`src/design/dbg_pkg.sv`:
```
// debug breakpoint and event status constants
// assumes a core that presents one retired instruction or access per cycle
package dbg_pkg;
  // register slot numbers for the move instructions
  localparam logic [2:0] SLOT_ADDR0  = 3'h0;
  localparam logic [2:0] SLOT_ADDR3  = 3'h3;
  localparam logic [2:0] SLOT_FOUR   = 3'h4;
  localparam logic [2:0] SLOT_FIVE   = 3'h5;
  localparam logic [2:0] SLOT_STATUS = 3'h6;
  localparam logic [2:0] SLOT_CTRL   = 3'h7;
  // event status field positions
  localparam int HIT_LSB    = 0;
  localparam int REG_HIT    = 13;
  localparam int STEP_HIT   = 14;
  localparam int TASK_HIT   = 15;
  localparam int TXN_BIT    = 16;
  // control field positions
  localparam int CTRL_TXN   = 11;
  localparam int CTRL_GUARD = 13;
  localparam int KIND_LSB   = 16;
  // reset values
  localparam logic [31:0] STATUS_RST = 32'hFFFF0FF0;
  localparam logic [31:0] CTRL_RST   = 32'h00000400;
  localparam logic [31:0] ADDR_RST   = 32'h00000000;
  // access kind codes
  localparam logic [1:0] KIND_EXEC  = 2'h0;
  localparam logic [1:0] KIND_WRITE = 2'h1;
  localparam logic [1:0] KIND_IO    = 2'h2;
  localparam logic [1:0] KIND_RDWR  = 2'h3;
  // span codes
  localparam logic [1:0] SPAN_1 = 2'h0;
  localparam logic [1:0] SPAN_2 = 2'h1;
  localparam logic [1:0] SPAN_8 = 2'h2;
  localparam logic [1:0] SPAN_4 = 2'h3;
  // privilege level allowed to move debug registers
  localparam logic [1:0] PRIV_TOP = 2'h0;
  // checker states
  typedef enum logic [1:0] {
    ST_IDLE = 2'b01,
    ST_HOLD = 2'b10
  } state_t;
endpackage

```
`src/design/breakpoint_debug_status.sv`:
```
// breakpoint address registers, alias slots, control and event status
// assumes the core issues one move or one event group per cycle, synchronous to i_mclk
module breakpoint_debug_status
  import dbg_pkg::*;
#(
  parameter int  NUM_BP      = 4,
  parameter bit  EIGHT_BYTE  = 1'b1
) (
  // clock and reset
  input  wire logic        i_mclk,
  input  wire logic        i_reset_n,
  // processor mode
  input  wire logic        i_real_mode,
  input  wire logic        i_mgmt_state,
  input  wire logic [1:0]  i_priv_level,
  input  wire logic        i_ext_flag,
  input  wire logic        i_txn_debug,
  // debug register move
  input  wire logic        i_mov_req,
  input  wire logic        i_mov_write,
  input  wire logic [2:0]  i_mov_slot,
  input  wire logic [31:0] i_mov_wdata,
  // retired access or instruction
  input  wire logic        i_acc_valid,
  input  wire logic [1:0]  i_acc_kind,
  input  wire logic [31:0] i_acc_addr,
  input  wire logic [3:0]  i_acc_len,
  input  wire logic        i_insn_done,
  input  wire logic        i_step_flag,
  input  wire logic        i_resume_flag,
  input  wire logic        i_task_switch,
  input  wire logic        i_task_trap,
  input  wire logic        i_soft_break,
  // results
  output logic             o_mov_done,
  output logic [31:0]      o_mov_rdata,
  output logic             o_prot_fault,
  output logic             o_bad_opcode,
  output logic             o_debug_trap,
  output logic             o_soft_break_trap,
  output logic [31:0]      o_status
);
  // ----------------------------------------------------------------
  // reset release
  // ----------------------------------------------------------------
  logic rst_meta;
  logic rst_n;
  always_ff @(posedge i_mclk or negedge i_reset_n) begin
    if (!i_reset_n) begin
      rst_meta <= 1'b0;
      rst_n    <= 1'b0;
    end else begin
      rst_meta <= 1'b1;
      rst_n    <= rst_meta;
    end
  end

  // ----------------------------------------------------------------
  // storage
  // ----------------------------------------------------------------
  logic [31:0] break_addr [NUM_BP];
  logic [31:0] break_control_reg;
  logic [31:0] event_status_reg;
  state_t      state;
  state_t      next_state;

  // ----------------------------------------------------------------
  // move decode
  // ----------------------------------------------------------------
  wire mov_allowed = i_real_mode | i_mgmt_state | (i_priv_level == PRIV_TOP);
  wire alias_slot  = (i_mov_slot == SLOT_FOUR) | (i_mov_slot == SLOT_FIVE);
  wire guard_on    = break_control_reg[CTRL_GUARD];
  wire guard_trap  = i_mov_req & guard_on;
  wire mov_gp      = i_mov_req & ~guard_on & ~mov_allowed;
  wire mov_ud      = i_mov_req & ~guard_on & mov_allowed & alias_slot & i_ext_flag;
  wire mov_ok      = i_mov_req & ~guard_on & ~mov_gp & ~mov_ud;
  // slots four and five fold onto status and control when extensions are off
  wire [2:0] eff_slot = alias_slot ? (i_mov_slot | 3'h2) : i_mov_slot;
  wire wr_addr     = mov_ok & i_mov_write & (eff_slot <= SLOT_ADDR3);
  wire wr_status   = mov_ok & i_mov_write & (eff_slot == SLOT_STATUS);
  wire wr_ctrl     = mov_ok & i_mov_write & (eff_slot == SLOT_CTRL);

  // ----------------------------------------------------------------
  // breakpoint match, one comparator per breakpoint
  // ----------------------------------------------------------------
  logic [NUM_BP-1:0] cond_hit;
  logic [NUM_BP-1:0] bp_enabled;
  genvar g;
  generate
    for (g = 0; g < NUM_BP; g++) begin : g_bp
      wire [1:0]  kind = break_control_reg[KIND_LSB + 4*g +: 2];
      wire [1:0]  span = break_control_reg[KIND_LSB + 4*g + 2 +: 2];
      // span masks the low address bits of the watched location
      wire [31:0] mask = (span == SPAN_2) ? 32'hFFFFFFFE :
                         (span == SPAN_4) ? 32'hFFFFFFFC :
                         (span == SPAN_8 && EIGHT_BYTE) ? 32'hFFFFFFF8 : 32'hFFFFFFFF;
      // access covers any byte of the watched range, linear compare
      wire [31:0] acc_end = i_acc_addr + {28'h0000000, i_acc_len} - 32'h00000001;
      wire        overlap = ((i_acc_addr & mask) <= (break_addr[g] & mask)) &&
                            ((acc_end & mask) >= (break_addr[g] & mask));
      // kind decode; i/o only meaningful with extensions on
      wire kind_ok = (kind == KIND_EXEC)  ? (i_acc_kind == KIND_EXEC) :
                     (kind == KIND_WRITE) ? (i_acc_kind == KIND_WRITE) :
                     (kind == KIND_IO)    ? (i_ext_flag && i_acc_kind == KIND_IO) :
                     ((i_acc_kind == KIND_WRITE) || (i_acc_kind == KIND_RDWR));
      // exec breakpoints are dropped on a resumed instruction
      assign cond_hit[g]   = i_acc_valid & kind_ok & overlap &
                             ~((kind == KIND_EXEC) & i_resume_flag);
      assign bp_enabled[g] = break_control_reg[2*g] | break_control_reg[2*g+1];
    end
  endgenerate

  // ----------------------------------------------------------------
  // trap causes
  // ----------------------------------------------------------------
  wire step_ev  = i_insn_done & i_step_flag;
  wire task_ev  = i_task_switch & i_task_trap;
  wire bp_ev    = |(cond_hit & bp_enabled);
  // any cause raises the one trap; the causes are ORed with no priority between them
  wire trap_now = step_ev | guard_trap | bp_ev | task_ev;

  // hit bits and transaction flag rewritten with the trap; cause bits only set
  logic [31:0] next_status;
  always_comb begin
    next_status = event_status_reg;
    if (trap_now) begin
      next_status[HIT_LSB +: NUM_BP] = cond_hit;
      if (step_ev) next_status[STEP_HIT] = 1'b1;
      if (guard_trap) next_status[REG_HIT] = 1'b1;
      if (task_ev) next_status[TASK_HIT] = 1'b1;
      // cleared only inside a debugged transaction
      next_status[TXN_BIT] = ~(i_txn_debug & break_control_reg[CTRL_TXN]);
    end else if (wr_status) begin
      next_status = i_mov_wdata;
    end
  end

  // ----------------------------------------------------------------
  // registers
  // ----------------------------------------------------------------
  always_ff @(posedge i_mclk or negedge rst_n) begin
    if (!rst_n) begin
      event_status_reg <= STATUS_RST;
    end else begin
      event_status_reg <= next_status;
    end
  end

  // control: guard clears on trap entry, local enables clear on task switch
  logic [31:0] next_ctrl;
  always_comb begin
    next_ctrl = wr_ctrl ? i_mov_wdata : break_control_reg;
    if (i_task_switch) next_ctrl = next_ctrl & 32'hFFFFFFAA;
    if (trap_now) next_ctrl[CTRL_GUARD] = 1'b0;
  end

  always_ff @(posedge i_mclk or negedge rst_n) begin
    if (!rst_n) begin
      break_control_reg <= CTRL_RST;
    end else begin
      break_control_reg <= next_ctrl;
    end
  end

  // address registers written by moves
  always_ff @(posedge i_mclk or negedge rst_n) begin
    if (!rst_n) begin
      for (int i = 0; i < NUM_BP; i++) break_addr[i] <= ADDR_RST;
    end else if (wr_addr && (32'(eff_slot) < NUM_BP)) begin
      break_addr[eff_slot[1:0]] <= i_mov_wdata;
    end
  end

  // ----------------------------------------------------------------
  // read data and results
  // ----------------------------------------------------------------
  wire [31:0] rd_mux = (eff_slot == SLOT_STATUS) ? event_status_reg :
                       (eff_slot == SLOT_CTRL)   ? break_control_reg :
                       (32'(eff_slot) < NUM_BP)  ? break_addr[eff_slot[1:0]] : 32'h00000000;

  // the hold state follows each cycle with a trap and stays while traps continue
  always_comb begin
    case (state)
      ST_IDLE: next_state = trap_now ? ST_HOLD : ST_IDLE;
      ST_HOLD: next_state = trap_now ? ST_HOLD : ST_IDLE;
      default: next_state = ST_IDLE;
    endcase
  end

  always_ff @(posedge i_mclk or negedge rst_n) begin
    if (!rst_n) begin
      state             <= ST_IDLE;
      o_mov_done        <= 1'b0;
      o_mov_rdata       <= 32'h00000000;
      o_prot_fault      <= 1'b0;
      o_bad_opcode      <= 1'b0;
      o_soft_break_trap <= 1'b0;
    end else begin
      state             <= next_state;
      o_mov_done        <= mov_ok;
      o_mov_rdata       <= (mov_ok && !i_mov_write) ? rd_mux : 32'h00000000;
      o_prot_fault      <= mov_gp;
      o_bad_opcode      <= mov_ud;
      o_soft_break_trap <= i_soft_break;
    end
  end

  assign o_debug_trap = (state == ST_HOLD);
  assign o_status     = event_status_reg;
endmodule

```
`config.mk`:
```
export PLATFORM = sky130hd
export DESIGN_NAME = breakpoint_debug_status
export DESIGN_NICKNAME = d
export VERILOG_FILES = /design/src/design/dbg_pkg.sv /design/src/design/breakpoint_debug_status.sv
export SDC_FILE = /design/constraint.sdc
export NUM_CORES = 1
export LEC_CHECK = 0
export ABC_AREA = 1
export BUFFER_PORTS_ARGS = -buffer_cell sky130_fd_sc_hd__buf_2
export CORE_MARGIN = 3
export CORE_UTILIZATION = 40
export DETAILED_ROUTE_END_ITERATION = 12
export PLACE_DENSITY = 0.66
export SLEW_MARGIN = 10
export SYNTH_ARGS = -nofsm -noshare
export SYNTH_HDL_FRONTEND = slang
export SYNTH_SLANG_ARGS = --single-unit
```
`constraint.sdc`:
```
create_clock -name i_mclk -period 9.55 [get_ports i_mclk]
set_clock_uncertainty 0.2 [all_clocks]
set_input_delay 0.955 -clock i_mclk [delete_from_list [all_inputs] [get_ports i_mclk]]
set_output_delay 0.955 -clock i_mclk [all_outputs]
set_load 0.1 [all_outputs]
```
* Word level (Yosys, flattened, before mapping)
Index checks and enable logic that the tools add are counted.
** Word-level totals
- Output and inout bits :: 69
- Register bits :: 232
- Memory bits (writable) :: 0
- ROM bits :: 0
- Word-level logic and storage cells :: 200
- Bits in latches :: 0
- Bits of input ports :: 90
- Memories kept :: 0
** Operators by class
- Magnitude comparators :: 12
- Reductions and logical operators :: 24
- Eq/ne operators :: 32
- Shift-type cells :: 0
- Bitwise gates (word level) :: 65
- $add $sub $neg :: 2
- Multiplexer cells :: 46
- Divide/modulo/power cells :: 0
- Multipliers :: 0
** Operator list (number)
- 32-bit bitwise AND :: 12
- 32-bit two-way mux :: 8
- 128-bit bitwise mux :: 1
- 32-bit >= comparator :: 4
- 32-bit <= comparator :: 4
- 32-bit binary-select mux with 2-bit select :: 1
- 32-bit demux with 2-bit select :: 1
- 3-bit two-way mux :: 12
- 32-bit by 4-bit adder with 32-bit output :: 1
- 32-bit by 1-bit subtractor with 32-bit output (second input constant) :: 1
- 1-bit bitwise AND :: 31
- 2-bit equality test (second input constant) :: 15
- 2-bit by 1-bit equality test with 1-bit output (second input constant) :: 10
- 17-bit two-way mux :: 1
- 1-bit two-way mux :: 16
- 3-bit equality test (second input constant) :: 4
- 2-bit logical NOT :: 6
- 1-bit NOT :: 10
- 1-bit bitwise OR :: 10
- 1-bit logical AND :: 8
- 4-bit two-way mux :: 2
- 2-bit AND reduction :: 4
- 7-bit two-way mux :: 1
- 2-bit two-way mux :: 3
- 12 further kinds :: 15

* Longest topological paths before layout
Gate-level depths: netlist of the first run.
- Depth in word-level cells :: 15
- Gate-level depth with buffers :: 30
- Mapped depth without buffers :: 30

* Worst setup path before layout of the first run
No wires, ideal clock.
- Kind :: input -> register
- Start point :: in i_acc_addr[1]
- End point :: reg event_status_reg[15] (netlist: o_status[15])
- Slack :: 4389 ps
- Arrival :: 4833 ps
- Required time :: 9221 ps
- Stages :: 26
- Library setup time :: 129 ps
- Cell sequence :: inv_1 ha_1 inv_1 ha_1 inv_1 fa_1 o21ai_1 a21boi_1 o21ai_0 a21oi_1 o21ai_1 a21oi_1 xnor2_1 ha_1 a21o_1 o21ai_0 nand2_1 a21oi_1 a21oi_2 nand2_1 nor2_4 nor2_4 nand3_4 buf_8 nand2_1 nand3_1
** On the way
- Cells in the longest elaborated chain, start to end :: 13
** RTL lines
- from (decl) :: RTL line breakpoint_debug_status.sv:26 : input wire logic [31:0] i_acc_addr,
- 32-bit by 4-bit adder with 32-bit output :: RTL line breakpoint_debug_status.sv:98 : wire [31:0] acc_end = i_acc_addr + {28'h0000000, i_acc_len} - 32'h00000001;
- 32-bit by 1-bit subtractor with 32-bit output :: RTL line breakpoint_debug_status.sv:98
- 32-bit bitwise AND :: RTL line breakpoint_debug_status.sv:100 : ((acc_end & mask) >= (break_addr[g] & mask));
- 32-bit >= comparator :: RTL line breakpoint_debug_status.sv:100
- 1-bit logical AND :: RTL line breakpoint_debug_status.sv:99 : wire overlap = ((i_acc_addr & mask) <= (break_addr[g] & mask)) &&
- 1-bit bitwise AND (2 in series) :: RTL line breakpoint_debug_status.sv:107 : assign cond_hit[g] = i_acc_valid & kind_ok & overlap &
- 4-bit bitwise AND (*) :: RTL line breakpoint_debug_status.sv:118 : wire bp_ev = |(cond_hit & bp_enabled);
- 4-bit OR reduction (*) :: RTL line breakpoint_debug_status.sv:118
- 1-bit bitwise OR (*) (2 in series) :: RTL line breakpoint_debug_status.sv:120 : wire trap_now = step_ev | guard_trap | bp_ev | task_ev;
- 2-bit != test (no line) / 2-bit nonzero test (equally long branches)
- 2-bit AND reduction (no line)
- to (signal assigned) :: RTL line breakpoint_debug_status.sv:145 : event_status_reg <= next_status;
- to (decl) :: RTL line breakpoint_debug_status.sv:63 : logic [31:0] event_status_reg;
Mark *: on every way between the ends. The rest lies on a longest branch, timed or not.
A chain may end at the register's enable or synchronous reset.

* Worst setup path after layout of the first run
- Start point :: in i_acc_addr[1]
- End point :: reg event_status_reg[12] (netlist: o_status[12])
** On the way
- Cells in the longest elaborated chain, start to end :: 13
** RTL lines (RTL line)
- 32-bit by 4-bit adder with 32-bit output :: breakpoint_debug_status.sv:98
- 32-bit by 1-bit subtractor with 32-bit output :: breakpoint_debug_status.sv:98
- 32-bit bitwise AND :: breakpoint_debug_status.sv:100
- 32-bit >= comparator :: breakpoint_debug_status.sv:100
- 1-bit logical AND :: breakpoint_debug_status.sv:99
- 1-bit bitwise AND (2 in series) :: breakpoint_debug_status.sv:107
- 4-bit bitwise AND (*) :: breakpoint_debug_status.sv:118
- 4-bit OR reduction (*) :: breakpoint_debug_status.sv:118
- 1-bit bitwise OR (*) (2 in series) :: breakpoint_debug_status.sv:120
- 1-bit NOT (no line) (*)
- 2-bit AND reduction (no line) (*)
Marked as above.

==> qor.txt, run 1 <==
Status - complete, no violations
Num rows - 77
CTS Buf Count - 25
H-tree depth - 1
Initial DRC count - 1465
Synth Flop Type - dfrtp_1
Syn Inst Count - 2342
Die height - 218 um
Place WS - 2.71 ns
Initial antenna violation count - 1
Largest area contributor in the netlist - dfrtp_1
Core Area - 0.0443 mm^2
Sequential share of the synthesized area - 32.4%
DRT antenna net count - 0
CTS Sinks - 232
Ratio of final minimum period to clock period - 66.5%
Slew @ Worst Pin - 1.14 ns
Setup crit start kind - input pin
Multi-input gate area - 0.0107 mm^2
Worst Path Arrival - 6.55 ns
Global-route wire length before repair - 95800 um
Max FO, Critical Path - 53
Share of the synthesized area in the top cell type - 28.6%
Setup ws final - 3.20 ns
Max reg flops - 128
Largest net degree at the start of global routing - 78
RSZ-0062 raised after global routing - no
Via count of the first global-routing pass - 16200
Routed wire length - 62500 um
Vias per Instance - 5.48
Number of library cell types mapped by synthesis - 53
Fill cells - 4560
Syn. warnings - 0
Worst min-delay path class - flop to asynchronous set/reset pin
Storage cell area - 0.00584 mm^2
Crit Reg-Reg Startpoint - break_control_reg[27]
Final Critical Period - 6.35 ns
Crit path largest cell delay - 0.69 ns
Crit. End Element - flop
Vias post-DR - 16900
Leakage - 10.2 nW
Initial Utilization - 40.6%
Pwr dens - 210 mW/mm^2
Mean area per synthesized cell - 7.69 um^2
Worst ir drop on vdd - 0.156 mV
Layout cells sized above 1 - 12.2%
Synth Net Count - 2724
Ranking of synthesized cells by area - dfrtp_1 (29%), ha_1 (20%), nand2_1 (13%)
Setup violations, final - 0
Longest Clk Path Bufs - 3
CP Buf/Inv Count - 4
Crit path max-delay family - compound AO/OA/AOI/OAI gates
DP Wirelength - 49600 um
End-of-flow core utilization - 45.5%
TritonCTS clock tree - yes
Clock-pin slew on the worst setup and hold paths - 0.06 ns
DRC violations left - 0
Grt total ovfl - 0
Resize count post-CTS - 0
Critical Path RT - 9.75 ns
Setup Buffers After CTS - 0
DR pass1 iterations - 6
GRT Util Overall - 26.1%
Number of flops mapped to enable cells by yosys - 0
I/O Buffers - 158
Max Cap Viol - 0
Gpl congestion - 0.973
R2R cell count - 19
Cell Area, Synth - 0.0180 mm^2
Root Driver - clkbuf_16
Slowest cell on crit path - nand3_4
Die W - 218 um
R2R Setup Slk - 5.40 ns
Nets - 2858
Slew HR - 24.0%
Setup TNS - 0 ns
Asr flop ratio synth - 100%
Drt wl/cell - 20.3 um
Hold Fails Final Rpt - 0
Hold buffer count at cts - 1
Num ports - 159
WS Path Type - input pin to flop
Die area - 0.0476 mm^2
Worst skew pair latency - 0.54 ns
Synthesized flop and latch total - 232
RR Endpoint - o_status[12]
Most flop-heavy register - break_addr
Max Slew Vio Count - 0
Max frequency - 157 MHz
Area grow syn2layout - 12.1%
ANT cells - 0
[Yosys cell counts, drive strengths merged (13+ instances only)]
library cell	n
a21oi	173
a22oi	25
a31oi	25
buf	23
clkbuf	40
dfrtp	206
dfstp	26
ha	291
inv	310
nand2	641
nand3	35
nand4	31
nor2	130
nor3	17
o21a	16
o21ai	240
o221ai	30
xnor2	13
xor2	16
[how the worst max path moves through the flow]
stage	start	end	slack (ns)	depth (start not counted)
3_3_place_gp	i_acc_addr[1]	o_status[12]	2.81	26
4_1_cts	i_acc_addr[1]	o_status[12]	3.24	26
2_1_floorplan	rst_n	break_addr[0]	2.45	0
5_1_grt	i_acc_addr[1]	o_status[21]	2.67	26
6_report	i_acc_addr[1]	o_status[12]	3.20	26
3_5_place_dp	i_acc_addr[1]	o_status[12]	2.71	26
[area by class of cell]
| class | instances | share of cell area (%) |
|---|---|---|
| Multi-Input combinational cell | 1736 | 53.1 |
| Inverter | 311 | 5.78 |
| Timing Repair Buffer | 170 | 4.38 |
| Sequential cell | 232 | 28.9 |
| Clock inverter | 5 | 0.391 |
| Clock buffer | 40 | 3.78 |
| Tap cell | 592 | 3.67 |
[layer usage]
| layer | share of wire [%] | track usage (%) | vias to the layer above |
|---|---|---|---|
| met1 | 46 | 37.6 | 8120 |
| met2 | 45 | 41.6 | 588 |
| met4 | 1.7 | 5.09 | 2 |
| met5 | 0.022 | 0 | - |
| li1 | - | - | 8132 |
| met3 | 7.1 | 3.96 | 67 |
[per-stage QoR]
step	hold WS, ns	total power [mW]	std cells	instance area (um^2)
floorplan	0.131	2.68	2342	18000
global placement	0.117	3.17	3040	19300
detailed placement	0.129	3.22	3040	19300
CTS	0.139	4.24	3086	20200
global route	0.169	4.55	3086	20200
finish	0.115	4.24	3086	20200
[power by group]
part | internal [mW] | switching [mW]
clock network | 0.598 | 0.409
registers | 1.18 | 0.159
logic | 0.578 | 1.31
[worst reg2reg max path: cells and delay by family, from the launching register on]
family                   cells  cell delay (ns)
AND/OR/NAND/NOR             12             1.75
buffers and inverters        3             0.52
AO/OA/AOI/OAI                3             0.59
adder cells (fa/ha/maj)      1             0.31
flip-flops                   1             0.64
[kinds of logic (layout without fill, tap and decap cells)]
kind of cell | count (synthesis) | count (layout) | synth area share [%]
AOI/OAI and AO/OA | 543 | 543 | 17.6
xor gates and xnor gates | 29 | 29 | 1.41
adders and majority gates | 292 | 292 | 20.3
buffers and inverters | 374 | 526 | 8.16
DFF | 232 | 232 | 32.4
other | 1 | 1 | 0.0208
and+or+nand+nor | 871 | 871 | 20.0
[placed cells by master (no fill, tap or decap), types with 10 or more instances in the layout]
cell type,netlist,routed
nand2_1,636,636
a31oi_1,25,25
o21ai_2,25,25
clkbuf_16,0,25
o2111ai_1,10,10
a21oi_1,170,170
ha_1,291,291
inv_1,302,302
buf_2,17,158
o21a_1,16,16
o21ai_1,10,10
dfrtp_1,206,205
o221ai_1,30,30
dfstp_2,26,26
xnor2_1,13,13
nor3_1,16,16
nand4_1,31,31
buf_4,1,11
nand3_1,28,28
a22oi_1,25,25
xor2_1,16,16
o21ai_0,205,205
nor2_1,121,118
Power figures use the tool's default switching activity.
==> inputs of run 2 (changes only) <==
- clock period: 9.55 -> 6.4 ns (I/O delays scaled with it)
==> run 2 against run 1 <==
Compared with the run above:
- count of clock-buffer cells in the layout down 3
- combinational power up 50%
- final area up 0.12%
- via count about the same
- die area unchanged
- non-clock buffer count up 5
- sequential power up 50%
- routed wire length down 0.12%
- clock power up 44%
- largest cell class unchanged
==> qor.txt, run 2 (synthesis results as in run 1) <==
Longest Clk Path Bufs - 3 (unchanged)
Setup ws final - 0.916 ns (-2.28 ns)
Max Cap Viol - 0 (unchanged)
Die height - 218 um (unchanged)
Storage cell area - 0.00584 mm^2 (unchanged)
Max reg flops - 128 (unchanged)
Via count of the first global-routing pass - 16700 (+2.8%)
Initial DRC count - 1266 (-14%)
Slew @ Worst Pin - 1.18 ns (+0.0367 ns)
Setup violations, final - 0 (unchanged)
Core Area - 0.0443 mm^2 (unchanged)
Slowest cell on crit path - a21oi_1
Die area - 0.0476 mm^2 (unchanged)
Nets - 2863 (+0.17%)
Fill cells - 4489 (-1.6%)
Max FO, Critical Path - 53 (unchanged)
DRC violations left - 0 (unchanged)
Num ports - 159 (unchanged)
Worst min-delay path class - input pin to flop
CTS Buf Count - 25 (unchanged)
Setup TNS - 0 ns (unchanged)
Final non-filler cell total - 3092 (+0.19%)
I/O Buffers - 158 (unchanged)
WS Path Type - input pin to flop
Placed Instances - 3045 (+0.16%)
Gpl congestion - 0.945 (-2.8%)
Crit. End Element - flop
Area grow syn2layout - 12.2%
Worst ir drop on vdd - 0.247 mV (+58%)
Placed Area - 0.0194 mm^2 (+0.32%)
Place WS - 0.331 ns (-2.38 ns)
Worst skew pair latency - 0.54 ns (about the same)
TritonCTS clock tree - yes
Drt wl/cell - 20.2 um (-0.31%)
Crit path largest cell delay - 0.43 ns (-0.26 ns)
R2R Setup Slk - 2.70 ns (-2.70 ns)
Most flop-heavy register - break_addr
Setup crit start kind - input pin
DR pass1 iterations - 6 (unchanged)
Layout cells sized above 1 - 12.4% (+0.22 points)
RSZ-0062 raised after global routing - no
Final Critical Period - 5.48 ns
Pwr dens - 311 mW/mm^2 (+48%)
Most frequent CP cell - nand2_1
Final Hold Slack - 0.0268 ns (-0.0886 ns)
Num rows - 77 (unchanged)
Max frequency - 182 MHz
Most common cell after layout, fill and taps aside - nand2_1
Max Slew Vio Count - 0 (unchanged)
Design area - 0.0202 mm^2 (+0.12%)
CTS Sinks - 232 (unchanged)
Ratio of final minimum period to clock period - 85.7%
Clock-pin slew on the worst setup and hold paths - 0.07 ns (about the same)
Root Driver - clkbuf_16
Multi-input gate area - 0.0107 mm^2 (unchanged)
Commonest non-fill, non-tap cells in the layout - nand2_1 (636), inv_1 (302), ha_1 (291), o21ai_0 (205), dfrtp_1 (205)
Die W - 218 um (unchanged)
Largest net degree at the start of global routing - 162 (+110%)
Initial Utilization - 40.6% (unchanged)
Worst Path Arrival - 5.71 ns (-0.84 ns)
Leakage - 10.3 nW (+0.20%)
Grt total ovfl - 0 (unchanged)
Status - complete, no violations
DRT antenna net count - 0 (unchanged)
Hold Fails Final Rpt - 0 (unchanged)
GRT Util Overall - 26.1% (about the same)
DP Wirelength - 49000 um (-1.1%)
Routed wire length - 62500 um (-0.12%)
Vias per Instance - 5.46 (-0.26%)
Slew HR - 21.6% (-2.4 points)
H-tree depth - 1 (unchanged)
Vias post-DR - 16900 (-0.071%)
Initial antenna violation count - 2 (+1)
Critical Path RT - 6.63 ns (-3.12 ns)
Global-route wire length before repair - 96400 um (+0.62%)
Setup Buffers After CTS - 0 (unchanged)
## run 2: changes by cell type in the layout (fill, tap and decap cells not counted)
| cell | previous run | this run |
|---|---|---|
| clkbuf_8 | 8 | 6 |
| clkinv_2 | 2 | 6 |
| clkbuf_1 | 7 | 6 |
| diode_2 | 0 | 1 |
| bufinv_16 | 2 | 1 |
| buf_12 | 0 | 2 |
| buf_4 | 11 | 14 |
## run 2: power breakdown
group | total (mW) | internal, mW | leakage, nW | switching, mW
registers | 2.01 | 1.76 | 2.94 | 0.242
logic | 2.83 | 0.874 | 6.92 | 1.95
clock network | 1.45 | 0.828 | 0.400 | 0.622
## run 2: path summary, 6_finish.rpt
check | from | cells after the start | to
worst max register to register | break_control_reg[27] | 21 | o_status[14]
worst max-delay path | i_acc_addr[1] | 30 | o_status[14]
worst min register to register | rst_meta | 0 | rst_n
max in group asynchronous | rst_n | 1 | break_addr[43]
worst min-delay path | i_soft_break | 1 | o_soft_break_trap
min in group asynchronous | i_reset_n | 2 | rst_n
## run 2: through the flow
| step | power, mW | util [%] |
|---|---|---|
| CTS | 6.27 | 45.6 |
| global route | 6.73 | 45.6 |
| finish | 6.28 | 45.6 |
| detailed placement | 4.81 | 43.8 |
| floorplan | 3.99 | - |
| global placement | 4.74 | 43.8 |
## run 2: layer usage
layer  global-route usage, %  vias up  wire, um
met1                    37.7     8054     29200
li1                        -     8128         -
met4                    7.39        0      1740
met2                    41.1      619     27600
met3                    3.10       96      3940
met5                       0        -         0
## run 2: critical path, delay by kind of cell
kind | cells | cell delay (ns)
AO/OA/AOI/OAI | 9 | 2.07
XOR/XNOR | 1 | 0.14
adder cells (fa/ha/maj) | 4 | 1.11
buffers and inverters | 7 | 0.97
AND/OR/NAND/NOR | 9 | 0.74
## run 2: area by class of cell
cell class,instances,share of cell area [%]
multi-input combinational,1736,53.0
sequential,232,28.9
inverter,311,5.78
timing repair buffer,175,4.68
tap,592,3.67
clock buffer,37,3.62
clock inverter,8,0.341
antenna,1,0.0124
## run 2: repair_timing
action	CTS	global route
gates resized for setup	0	0
endpoints found under the hold margin	2	0
hold buffers	1	0
